File: src/ebwc_pkg.sv
// Contract
// - single-chip mode or external bus mode
// - driven address bits programmable zero to 24
// - external data bus eight or sixteen bits
// - demultiplexed low address on dedicated lines
// - segment lines limit space 64K to 8M
// - one chip select per window plus default
// - bus timing programmable per region
// - ready input with selectable active level
// - four windows with own bus characteristics
// - window 4 over 3, 2 over 1
// - outside all windows uses default region
// - governing window asserts its chip select
// - bus timing on reference clock rising edge
// - bus mode switches per window hit
// - reserved areas become external bus accesses
// - external IO area accesses strictly ordered
// - 16M space, 256 segments, 16K pages
// - byte and word access everywhere; local bus has no byte select, so byte writes go out as full words
// - local peripheral bus served like external
// - reference clock output from system clock
package ebwc_pkg;

  localparam int ADDR_W = 24;
  localparam int DATA_W = 16;
  localparam int CFG_W = 16;
  localparam int NUM_WIN = 4;

  // timing config fields
  localparam int TCFG_ADDR_POS = 0;
  localparam int TCFG_ADDR_W = 2;
  localparam int TCFG_CMD_POS = 2;
  localparam int TCFG_CMD_W = 4;
  localparam int TCFG_RECOV_POS = 6;
  localparam int TCFG_RECOV_W = 2;

  // function config bits
  localparam int FCFG_EN_POS = 0;
  localparam int FCFG_RDY_EN_POS = 1;
  localparam int FCFG_RDY_HIGH_POS = 2;
  localparam int FCFG_WIDE_POS = 3;
  localparam int FCFG_MUX_POS = 4;

  // address select fields: base is A23..A12, size code widens the block
  localparam int ASEL_SIZE_POS = 0;
  localparam int ASEL_SIZE_W = 4;
  localparam int ASEL_BASE_POS = 4;
  localparam int ASEL_BASE_W = 12;

  // address map
  localparam logic [7:0] LPB_SEGMENT = 8'h20;
  localparam logic [3:0] LPB_LAST_NIBBLE = 4'hB;
  localparam logic [23:0] IO_FIRST = 24'h210000;
  localparam logic [23:0] IO_LAST = 24'h3FFFFF;
  localparam logic [4:0] MAX_ADDR_BITS = 5'h18;
  localparam int SEG_BASE_BIT = 16;

  // reference clock divider: core cycles per half period
  localparam logic [3:0] REF_HALF_DEFAULT = 4'h1;

  // reset values
  localparam logic [15:0] RESET_DATA = 16'h0000;
  localparam logic [23:0] RESET_ADDR = 24'h000000;
  localparam logic [4:0] RESET_CS_N = 5'h1F;

  typedef enum logic [2:0] {
    ST_IDLE = 3'b000,
    ST_ADDR = 3'b001,
    ST_CMD = 3'b010,
    ST_WAIT = 3'b011,
    ST_RECOV = 3'b100
  } ebwc_state_type;

endpackage

File: src/ebwc_win_if.sv
`timescale 1ns/1ns
interface ebwc_win_if;
  logic [23:0] addr;
  logic [15:0] select;
  logic enable;
  logic hit;
  modport decoder(input addr, input select, input enable, output hit);
  modport ctrl(output addr, output select, output enable, input hit);
endinterface

File: src/ebwc_ctrl.sv
`timescale 1ns/1ns
module ebwc_ctrl
  import ebwc_pkg::*;
#(
  parameter logic [3:0] REF_HALF_PERIOD = REF_HALF_DEFAULT
) (
  input wire logic core_clk_in,
  input wire logic nrst_in,
  input wire logic single_chip_in,
  input wire logic [4:0] addr_width_in,
  input wire logic [2:0] seg_lines_in,
  input wire logic [CFG_W-1:0] default_timing_config_in,
  input wire logic [CFG_W-1:0] default_function_config_in,
  input wire logic [NUM_WIN-1:0][CFG_W-1:0] window_timing_config_in,
  input wire logic [NUM_WIN-1:0][CFG_W-1:0] window_function_config_in,
  input wire logic [NUM_WIN-1:0][CFG_W-1:0] window_address_select_in,
  input wire logic req_valid_in,
  input wire logic [ADDR_W-1:0] req_addr_in,
  input wire logic req_write_in,
  input wire logic req_byte_in,
  input wire logic [DATA_W-1:0] req_wdata_in,
  output logic req_ready_out,
  output logic resp_done_out,
  output logic resp_error_out,
  output logic [DATA_W-1:0] resp_rdata_out,
  output logic bus_reference_clock_out,
  output logic [ADDR_W-1:0] ext_addr_out,
  input wire logic [DATA_W-1:0] ext_ad_in,
  output logic [DATA_W-1:0] ext_ad_out,
  output logic [DATA_W-1:0] ext_ad_oe_out,
  output logic ext_ale_out,
  output logic ext_rd_n_out,
  output logic ext_wr_n_out,
  output logic [1:0] ext_byte_en_n_out,
  output logic [NUM_WIN:0] ext_cs_n_out,
  input wire logic ext_ready_in,
  output logic lpb_sel_out,
  output logic lpb_write_out,
  output logic [ADDR_W-1:0] lpb_addr_out,
  output logic [DATA_W-1:0] lpb_wdata_out,
  input wire logic [DATA_W-1:0] lpb_rdata_in,
  input wire logic lpb_ready_in
);

  ebwc_state_type state;
  ebwc_state_type next_state;
  logic [3:0] div_cnt;
  logic div_wrap;
  logic bus_rise;
  logic [3:0] cnt;
  logic [3:0] next_cnt;
  logic rdy_s1;
  logic rdy_s2;
  logic rdy_s3;
  logic rdy_level;
  logic [DATA_W-1:0] ad_s1;
  logic [DATA_W-1:0] ad_s2;
  logic [DATA_W-1:0] ad_s3;
  logic [NUM_WIN-1:0] win_hits;
  logic [2:0] req_region;
  logic [CFG_W-1:0] req_tcfg;
  logic [CFG_W-1:0] req_fcfg;
  logic req_lpb;
  logic req_io;
  logic [ADDR_W-1:0] cur_addr;
  logic [ADDR_W-1:0] next_addr;
  logic cur_write;
  logic next_write;
  logic cur_byte;
  logic next_byte;
  logic [DATA_W-1:0] cur_wdata;
  logic [DATA_W-1:0] next_wdata;
  logic cur_lpb;
  logic next_lpb;
  logic cur_io;
  logic next_io;
  logic [2:0] cur_region;
  logic [2:0] next_region;
  logic [CFG_W-1:0] cur_tcfg;
  logic [CFG_W-1:0] next_tcfg;
  logic [CFG_W-1:0] cur_fcfg;
  logic [CFG_W-1:0] next_fcfg;
  logic cur_hi;
  logic next_hi;
  logic next_done;
  logic next_err;
  logic [DATA_W-1:0] next_rdata;
  logic finish;
  logic need_ready;
  logic ready_ok;
  logic cur_wide;
  logic lane_hi;
  logic [ADDR_W-1:0] addr_mask;
  logic [ADDR_W-1:0] bus_addr;
  logic ext_active;
  logic data_phase;
  logic next_wide;
  logic next_lane;

  // reference clock: core clock divided, bus steps on its rising edge
  assign div_wrap = (div_cnt == REF_HALF_PERIOD - 4'h1);
  assign bus_rise = div_wrap && !bus_reference_clock_out;

  always_ff @(posedge core_clk_in or negedge nrst_in) begin
    if (!nrst_in) begin
      div_cnt <= 4'h0;
      bus_reference_clock_out <= 1'b0;
    end else if (div_wrap) begin
      div_cnt <= 4'h0;
      bus_reference_clock_out <= ~bus_reference_clock_out;
    end else begin
      div_cnt <= div_cnt + 4'h1;
    end
  end

  // pin inputs: three stages; ready level taken once stages two and three agree
  always_ff @(posedge core_clk_in or negedge nrst_in) begin
    if (!nrst_in) begin
      rdy_s1 <= 1'b0;
      rdy_s2 <= 1'b0;
      rdy_s3 <= 1'b0;
      rdy_level <= 1'b0;
    end else begin
      rdy_s1 <= ext_ready_in;
      rdy_s2 <= rdy_s1;
      rdy_s3 <= rdy_s2;
      if (rdy_s2 == rdy_s3) begin
        rdy_level <= rdy_s3;
      end
    end
  end

  always_ff @(posedge core_clk_in or negedge nrst_in) begin
    if (!nrst_in) begin
      ad_s1 <= RESET_DATA;
      ad_s2 <= RESET_DATA;
      ad_s3 <= RESET_DATA;
    end else begin
      ad_s1 <= ext_ad_in;
      ad_s2 <= ad_s1;
      ad_s3 <= ad_s2;
    end
  end

  // window decoders
  ebwc_win_if win_bus[NUM_WIN]();

  for (genvar i = 0; i < NUM_WIN; i++) begin : g_win
    assign win_bus[i].addr = req_addr_in;
    assign win_bus[i].select = window_address_select_in[i];
    assign win_bus[i].enable = window_function_config_in[i][FCFG_EN_POS];
    assign win_hits[i] = win_bus[i].hit;
    ebwc_window_match u_match (
      .win(win_bus[i])
    );
  end

  always_comb begin
    req_region = 3'h0;
    for (int i = 0; i < NUM_WIN; i++) begin
      if (win_hits[i]) begin
        req_region = 3'(i + 1);
      end
    end
  end

  always_comb begin
    if (req_region == 3'h0) begin
      req_tcfg = default_timing_config_in;
      req_fcfg = default_function_config_in;
    end else begin
      req_tcfg = window_timing_config_in[2'(req_region - 3'h1)];
      req_fcfg = window_function_config_in[2'(req_region - 3'h1)];
    end
  end

  // 256 segments of 64K; reserved areas fall through to the external bus
  assign req_lpb = (req_addr_in[23:16] == LPB_SEGMENT) &&
                   (req_addr_in[15:12] <= LPB_LAST_NIBBLE);
  assign req_io = (req_addr_in >= IO_FIRST) && (req_addr_in <= IO_LAST);

  assign cur_wide = cur_lpb || cur_fcfg[FCFG_WIDE_POS];
  assign lane_hi = cur_addr[0] || cur_hi;
  assign need_ready = cur_lpb || cur_fcfg[FCFG_RDY_EN_POS];
  assign ready_ok = cur_lpb ? lpb_ready_in :
                    (rdy_level == cur_fcfg[FCFG_RDY_HIGH_POS]);

  always_comb begin
    next_state = state;
    next_cnt = cnt;
    next_addr = cur_addr;
    next_write = cur_write;
    next_byte = cur_byte;
    next_wdata = cur_wdata;
    next_lpb = cur_lpb;
    next_io = cur_io;
    next_region = cur_region;
    next_tcfg = cur_tcfg;
    next_fcfg = cur_fcfg;
    next_hi = cur_hi;
    next_done = 1'b0;
    next_err = 1'b0;
    next_rdata = resp_rdata_out;
    finish = 1'b0;
    case (state)
      ST_IDLE: begin
        if (bus_rise && req_valid_in) begin
          next_addr = req_addr_in;
          next_write = req_write_in;
          next_byte = req_byte_in;
          next_wdata = req_wdata_in;
          next_lpb = req_lpb;
          next_io = req_io;
          next_region = req_region;
          next_tcfg = req_tcfg;
          next_fcfg = req_fcfg;
          next_hi = 1'b0;
          if (single_chip_in && !req_lpb) begin
            next_err = 1'b1;
          end else begin
            next_state = ST_ADDR;
            next_cnt = req_lpb ? 4'h0 : {2'b00, req_tcfg[TCFG_ADDR_POS +: TCFG_ADDR_W]};
          end
        end
      end
      ST_ADDR: begin
        if (bus_rise) begin
          if (cnt == 4'h0) begin
            next_state = ST_CMD;
            next_cnt = cur_lpb ? 4'h0 : cur_tcfg[TCFG_CMD_POS +: TCFG_CMD_W];
          end else begin
            next_cnt = cnt - 4'h1;
          end
        end
      end
      ST_CMD: begin
        if (bus_rise) begin
          if (cnt != 4'h0) begin
            next_cnt = cnt - 4'h1;
          end else if (need_ready && !ready_ok) begin
            next_state = ST_WAIT;
          end else begin
            finish = 1'b1;
          end
        end
      end
      ST_WAIT: begin
        if (bus_rise && ready_ok) begin
          finish = 1'b1;
        end
      end
      ST_RECOV: begin
        if (bus_rise) begin
          if (cnt == 4'h0) begin
            next_state = ST_IDLE;
            next_done = cur_io;
          end else begin
            next_cnt = cnt - 4'h1;
          end
        end
      end
      default: begin
        next_state = ST_IDLE;
      end
    endcase
    if (finish) begin
      if (!cur_write) begin
        if (cur_lpb) begin
          next_rdata = lpb_rdata_in;
        end else if (cur_wide) begin
          next_rdata = ad_s3;
        end else if (lane_hi) begin
          next_rdata = {ad_s3[7:0], resp_rdata_out[7:0]};
        end else begin
          next_rdata = {resp_rdata_out[15:8], ad_s3[7:0]};
        end
      end
      if (!cur_wide && !cur_byte && !cur_hi) begin
        // word on 8-bit bus: second access for the high byte
        next_hi = 1'b1;
        next_state = ST_ADDR;
        next_cnt = {2'b00, cur_tcfg[TCFG_ADDR_POS +: TCFG_ADDR_W]};
      end else begin
        next_state = ST_RECOV;
        next_cnt = cur_lpb ? 4'h0 : {2'b00, cur_tcfg[TCFG_RECOV_POS +: TCFG_RECOV_W]};
        next_done = !cur_io;
      end
    end
  end

  always_ff @(posedge core_clk_in or negedge nrst_in) begin
    if (!nrst_in) begin
      state <= ST_IDLE;
      cnt <= 4'h0;
      req_ready_out <= 1'b0;
      resp_done_out <= 1'b0;
      resp_error_out <= 1'b0;
      resp_rdata_out <= RESET_DATA;
    end else begin
      state <= next_state;
      cnt <= next_cnt;
      req_ready_out <= (next_state == ST_IDLE);
      resp_done_out <= next_done;
      resp_error_out <= next_err;
      resp_rdata_out <= next_rdata;
    end
  end

  always_ff @(posedge core_clk_in or negedge nrst_in) begin
    if (!nrst_in) begin
      cur_addr <= RESET_ADDR;
      cur_write <= 1'b0;
      cur_byte <= 1'b0;
      cur_wdata <= RESET_DATA;
      cur_lpb <= 1'b0;
      cur_io <= 1'b0;
      cur_region <= 3'h0;
      cur_tcfg <= 16'h0000;
      cur_fcfg <= 16'h0000;
      cur_hi <= 1'b0;
    end else begin
      cur_addr <= next_addr;
      cur_write <= next_write;
      cur_byte <= next_byte;
      cur_wdata <= next_wdata;
      cur_lpb <= next_lpb;
      cur_io <= next_io;
      cur_region <= next_region;
      cur_tcfg <= next_tcfg;
      cur_fcfg <= next_fcfg;
      cur_hi <= next_hi;
    end
  end

  // driven address bits: width limit and segment line limit
  always_comb begin
    addr_mask = 24'h000000;
    for (int i = 0; i < ADDR_W; i++) begin
      if ((5'(i) < addr_width_in) && (5'(i) < MAX_ADDR_BITS) &&
          ((i < SEG_BASE_BIT) || (i < SEG_BASE_BIT + int'(seg_lines_in)))) begin
        addr_mask[i] = 1'b1;
      end
    end
  end

  assign bus_addr = {next_addr[23:1], next_addr[0] | next_hi};
  assign ext_active = !next_lpb &&
                      ((next_state == ST_ADDR) || (next_state == ST_CMD) ||
                       (next_state == ST_WAIT));
  assign data_phase = (next_state == ST_CMD) || (next_state == ST_WAIT);
  assign next_wide = next_fcfg[FCFG_WIDE_POS];
  assign next_lane = next_addr[0] || next_hi;

  // pins follow the next state so they change on the reference rising edge
  always_ff @(posedge core_clk_in or negedge nrst_in) begin
    if (!nrst_in) begin
      ext_addr_out <= RESET_ADDR;
      ext_ad_out <= RESET_DATA;
      ext_ad_oe_out <= 16'h0000;
      ext_ale_out <= 1'b0;
      ext_rd_n_out <= 1'b1;
      ext_wr_n_out <= 1'b1;
      ext_byte_en_n_out <= 2'h3;
      ext_cs_n_out <= RESET_CS_N;
    end else if (!ext_active) begin
      ext_ale_out <= 1'b0;
      ext_rd_n_out <= 1'b1;
      ext_wr_n_out <= 1'b1;
      ext_ad_oe_out <= 16'h0000;
      ext_byte_en_n_out <= 2'h3;
      ext_cs_n_out <= RESET_CS_N;
    end else begin
      if (next_fcfg[FCFG_MUX_POS]) begin
        ext_addr_out <= {bus_addr[23:16], 16'h0000} & addr_mask;
      end else begin
        ext_addr_out <= bus_addr & addr_mask;
      end
      ext_ale_out <= (next_state == ST_ADDR);
      ext_rd_n_out <= !(data_phase && !next_write);
      ext_wr_n_out <= !(data_phase && next_write);
      if ((next_state == ST_ADDR) && next_fcfg[FCFG_MUX_POS]) begin
        ext_ad_out <= bus_addr[15:0] & addr_mask[15:0];
        ext_ad_oe_out <= 16'hFFFF;
      end else if (data_phase && next_write) begin
        if (next_wide) begin
          ext_ad_out <= next_wdata;
          ext_ad_oe_out <= 16'hFFFF;
        end else begin
          ext_ad_out <= {8'h00, next_lane ? next_wdata[15:8] : next_wdata[7:0]};
          ext_ad_oe_out <= 16'h00FF;
        end
      end else begin
        ext_ad_oe_out <= 16'h0000;
      end
      if (!next_wide) begin
        ext_byte_en_n_out <= 2'h2;
      end else if (next_byte) begin
        ext_byte_en_n_out <= next_addr[0] ? 2'h1 : 2'h2;
      end else begin
        ext_byte_en_n_out <= 2'h0;
      end
      if (next_fcfg[FCFG_EN_POS]) begin
        ext_cs_n_out <= ~(5'h01 << next_region);
      end else begin
        ext_cs_n_out <= RESET_CS_N;
      end
    end
  end

  always_ff @(posedge core_clk_in or negedge nrst_in) begin
    if (!nrst_in) begin
      lpb_sel_out <= 1'b0;
      lpb_write_out <= 1'b0;
      lpb_addr_out <= RESET_ADDR;
      lpb_wdata_out <= RESET_DATA;
    end else begin
      lpb_sel_out <= next_lpb && data_phase;
      lpb_write_out <= next_lpb && data_phase && next_write;
      lpb_addr_out <= next_addr;
      lpb_wdata_out <= next_wdata;
    end
  end

endmodule

File: src/ebwc_window_match.sv
`timescale 1ns/1ns
module ebwc_window_match
  import ebwc_pkg::*;
(
  ebwc_win_if.decoder win
);

  logic [ASEL_BASE_W-1:0] mask;
  logic [ASEL_BASE_W-1:0] base;

  always_comb begin
    base = win.select[ASEL_BASE_POS +: ASEL_BASE_W];
    mask = 12'hFFF << win.select[ASEL_SIZE_POS +: ASEL_SIZE_W];
  end

  // block of 4K << size, aligned on base
  assign win.hit = win.enable && (((win.addr[23:12] ^ base) & mask) == 12'h000);

endmodule

File: config.mk
export PLATFORM = sky130hd
export DESIGN_NAME = ebwc_ctrl
export DESIGN_NICKNAME = d
export VERILOG_FILES = /design/src/ebwc_pkg.sv /design/src/ebwc_win_if.sv /design/src/ebwc_ctrl.sv /design/src/ebwc_window_match.sv
export SDC_FILE = /design/constraint.sdc
export NUM_CORES = 1
export LEC_CHECK = 0
export ABC_CLOCK_PERIOD_IN_PS = 4500
export BUFFER_PORTS_ARGS = -buffer_cell sky130_fd_sc_hd__buf_2
export CORE_AREA = 3 3 170 172
export DETAILED_ROUTE_END_ITERATION = 6
export DIE_AREA = 0 0 173 175
export PLACE_DENSITY = 0.66
export SLEW_MARGIN = 10
export SYNTH_ARGS = -nofsm -noshare
export SYNTH_HDL_FRONTEND = slang
export SYNTH_SLANG_ARGS = --single-unit
File: constraint.sdc
create_clock -name core_clk_in -period 4.5 [get_ports core_clk_in]
set_input_delay 0 -clock core_clk_in [delete_from_list [all_inputs] [get_ports core_clk_in]]
set_output_delay 0 -clock core_clk_in [all_outputs]
set_load 0.005 [all_outputs]
==> results.yml <==
global_routing:
  overflow: 0
  grt_pass1_vias: 8871
  grt_usage_pct: 21.5
  grt_antenna_before_repair: 5
  grt_pass1_wl_um: 50600
  grt_max_degree: 120
clock_tree:
  cts_root_buf: "clkbuf_16"
  clk_pin_slew_worst_paths_ns: 0.08
  clock_latency_ns: 0.44
  cts_tree: "yes"
  clock_path_buffers: 2
  htree_num_levels: 4
  cts_buffers: 17
  clkSinkCount: 197
layout:
  mostFrequentLayoutCells: "buf_2, dfrtp_1, nand2_1, dlygate4sd3_1, o21ai_0"
  final_cells: 1732
  areaGrowthSynthToFinish_pct: 35.0
  layout-drive-gt1-share_pct: 33.8
  final_common_cell: "buf_2"
  fin_nets: 1653
synthesis:
  yosys_warnings: 0
  yosysTopAreaCell: "dfrtp_1"
  ys_ff_latch: 197
  ys_seq_area_share_pct: 50.6
  synth_top_cell_area_share_pct: 48.2
  synth_edf_count: 0
  syn_inst: 943
  synth_ff_type: "dfrtp_1"
  syn_nets: 1260
  synth.top_cells.by_area: "dfrtp_1, nand2_1, mux2i_1"
  synth-async-reset-ratio_pct: 100
  netlist_area_mm2: 0.00976
  avgSynthCellArea_um2: 10.3
  synth_cell_types: 88
detailed_routing:
  via_per_inst: 5.00
  wl_per_cell_um: 19.3
  vias: 8661
  drc: 3
  drt_pass1_iterations: 7
  routed_wl_um: 33400
  postRouteAntennaNets: 0
  dr.first_iter.drc_count: 720
run:
  maxCapViolations: 0
worst_setup_path:
  crit_path_end_kind: "register"
  required_ns: 4.80
  r2r_start: "div_cnt[0]"
  worstSetupStartpointType: "input pin"
  crit_fanout: 9
  cp.arrival_ns: 4.52
  critical_path_class: "in -> reg"
  startpoint: "req_addr_in[21]"
sta:
  rsz0062_at_grt: "false"
  finalCritPeriodShare_pct: 93.6
  finClkSkew_ns: 0.0143
  worst_pin_slew_ns: 1.04
  fin_setup_tns_ns: 0
  hold_violations: 0
  fmax_mhz: 237
  max-slew-margin-rel_pct: 30.1
  setup_viol: 0
  fin_crit_ns: 4.21
  whs_ns: 0.0199
  finalMaxSlewViolations: 0
floorplanning:
  initial_core_util_pct: 35.3
  num_rows: 61
  ioPinCount: 440
  die-area_mm2: 0.0303
  chipWidth_um: 173
  die_h_um: 175
  core_area_mm2: 0.0276
place:
  gp_congestion: 0.937
  portBuffers: 343
  dp_cells: 1608
  hpwl_um: 25500
run_status:
  status: "finished, violations left"
  violations: "design-rule violations"
power_and_ir_drop:
  leakagePower_nw: 6.45
  powerDensity_mw_per_mm2: 511
  vdd_ir_drop_max_mv: 0.338
worst_hold_path:
  hold_start: "addr_width_in[0]"
  worstHoldPathType: "in -> reg"
-- report_power, final --
group / leakage [nW] / switching (mW) / total, mW / internal, mW
combinational: 3.76 / 1.48 / 2.59 / 1.10
sequential: 2.41 / 0.317 / 2.64 / 2.32
clock: 0.281 / 0.763 / 1.51 / 0.747
-- through the flow --
step	utilization, %	setup slack (ns)	total power [mW]	instance area [µm²]
global placement	42.3	0.374	5.12	11700
global route	47.7	0.0420	7.17	13200
CTS	47.6	0.174	6.77	13100
finish	47.7	0.289	6.73	13200
detailed placement	42.3	0.243	5.18	11700
floorplan	-	0.539	4.15	9760
-- cells by family (layout without fill, tap and decap cells) --
group / Yosys count / in the layout / share of synthesized area [%]
compound gates: 227 / 227 / 17.4
xor+xnor: 52 / 52 / 4.67
flops: 197 / 197 / 50.6
simple gates: 288 / 288 / 14.0
buf+inv: 116 / 522 / 5.69
mux: 56 / 56 / 6.83
fa+ha+maj: 6 / 6 / 0.744
other cells: 1 / 6 / 0.0384
-- cells in the mapped netlist (all sizes together) (9+ instances only) --
cell type,number
mux2i,46
o31ai,14
and2,13
xnor2,26
dfrtp,188
or3,9
buf,40
nand3,12
nand2,161
dfstp,9
nor2,45
a222oi,13
xor2,26
o21ai,73
inv,44
o211ai,20
a21oi,29
clkbuf,32
-- critical path, stage by stage --
cell,delay (ns)
dlygate4sd3_1,0.53
buf_2,0.20
xor2_1,0.20
a221oi_2,0.29
o221ai_2,0.14
or4b_4,0.55
a21oi_1,0.20
inv_1,0.08
ha_1,0.55
mux2i_1,0.14
nand2_1,0.10
o221ai_1,0.13
a211oi_2,0.53
a221o_1,0.51
mux2i_1,0.26
o211ai_1,0.10
-- path summary, 6_finish.rpt --
check | slack (ns) | depth (start not counted) | to
max | 0.29 | 16 | ext_ad_out[1]
min | 0.02 | 5 | ext_addr_out[18]
max reg2reg | 0.88 | 14 | ext_ad_out[13]
min reg2reg | 0.34 | 0 | ad_s2[6]
max in group asynchronous | 3.02 | 3 | ext_byte_en_n_out[0]
min in group asynchronous | 0.22 | 2 | lpb_wdata_out[2]
-- flip-flops by register name, summed over array words and instances (netlist names), 2 cells and up --
signal and count:
cur_region 3, div_cnt 4, ext_cs_n_out 5, ext_byte_en_n_out 2, ad_s3 16, lpb_addr_out 24, cur_fcfg 5, cnt 4
resp_rdata_out 16, lpb_wdata_out 16, ext_ad_out 16, ad_s1 16, ad_s2 16, ext_addr_out 23, state 3, ext_ad_oe_out 2
cur_tcfg 8
-- area by class of cell --
type | count | area (µm²)
Inverter | 44 | 165
Clock inverter | 14 | 151
Timing Repair Buffer | 446 | 2720
Sequential cell | 197 | 4940
Multi-Input combinational cell | 630 | 4280
Fill cell | 2647 | 14500
Antenna cell | 5 | 12.5
Clock buffer | 18 | 429
Tap cell | 378 | 473
-- repair_timing --
action	CTS	global route
hold endpoints to repair	201	0
resized for setup	0	2
endpoints found under the setup margin	0	14
buffers inserted	0	0
hold buffers	87	0
-- layer usage --
layer  up-vias  global-route usage (%)  share of wire, %
li1       4094                       -                 -
met1      4132                    26.2                40
met2       368                    37.9                51
met3        67                    3.52               5.5
met4         0                    9.02               3.2
met5         -                       0                 0
Note: power is estimated with default switching activity, not from simulation.
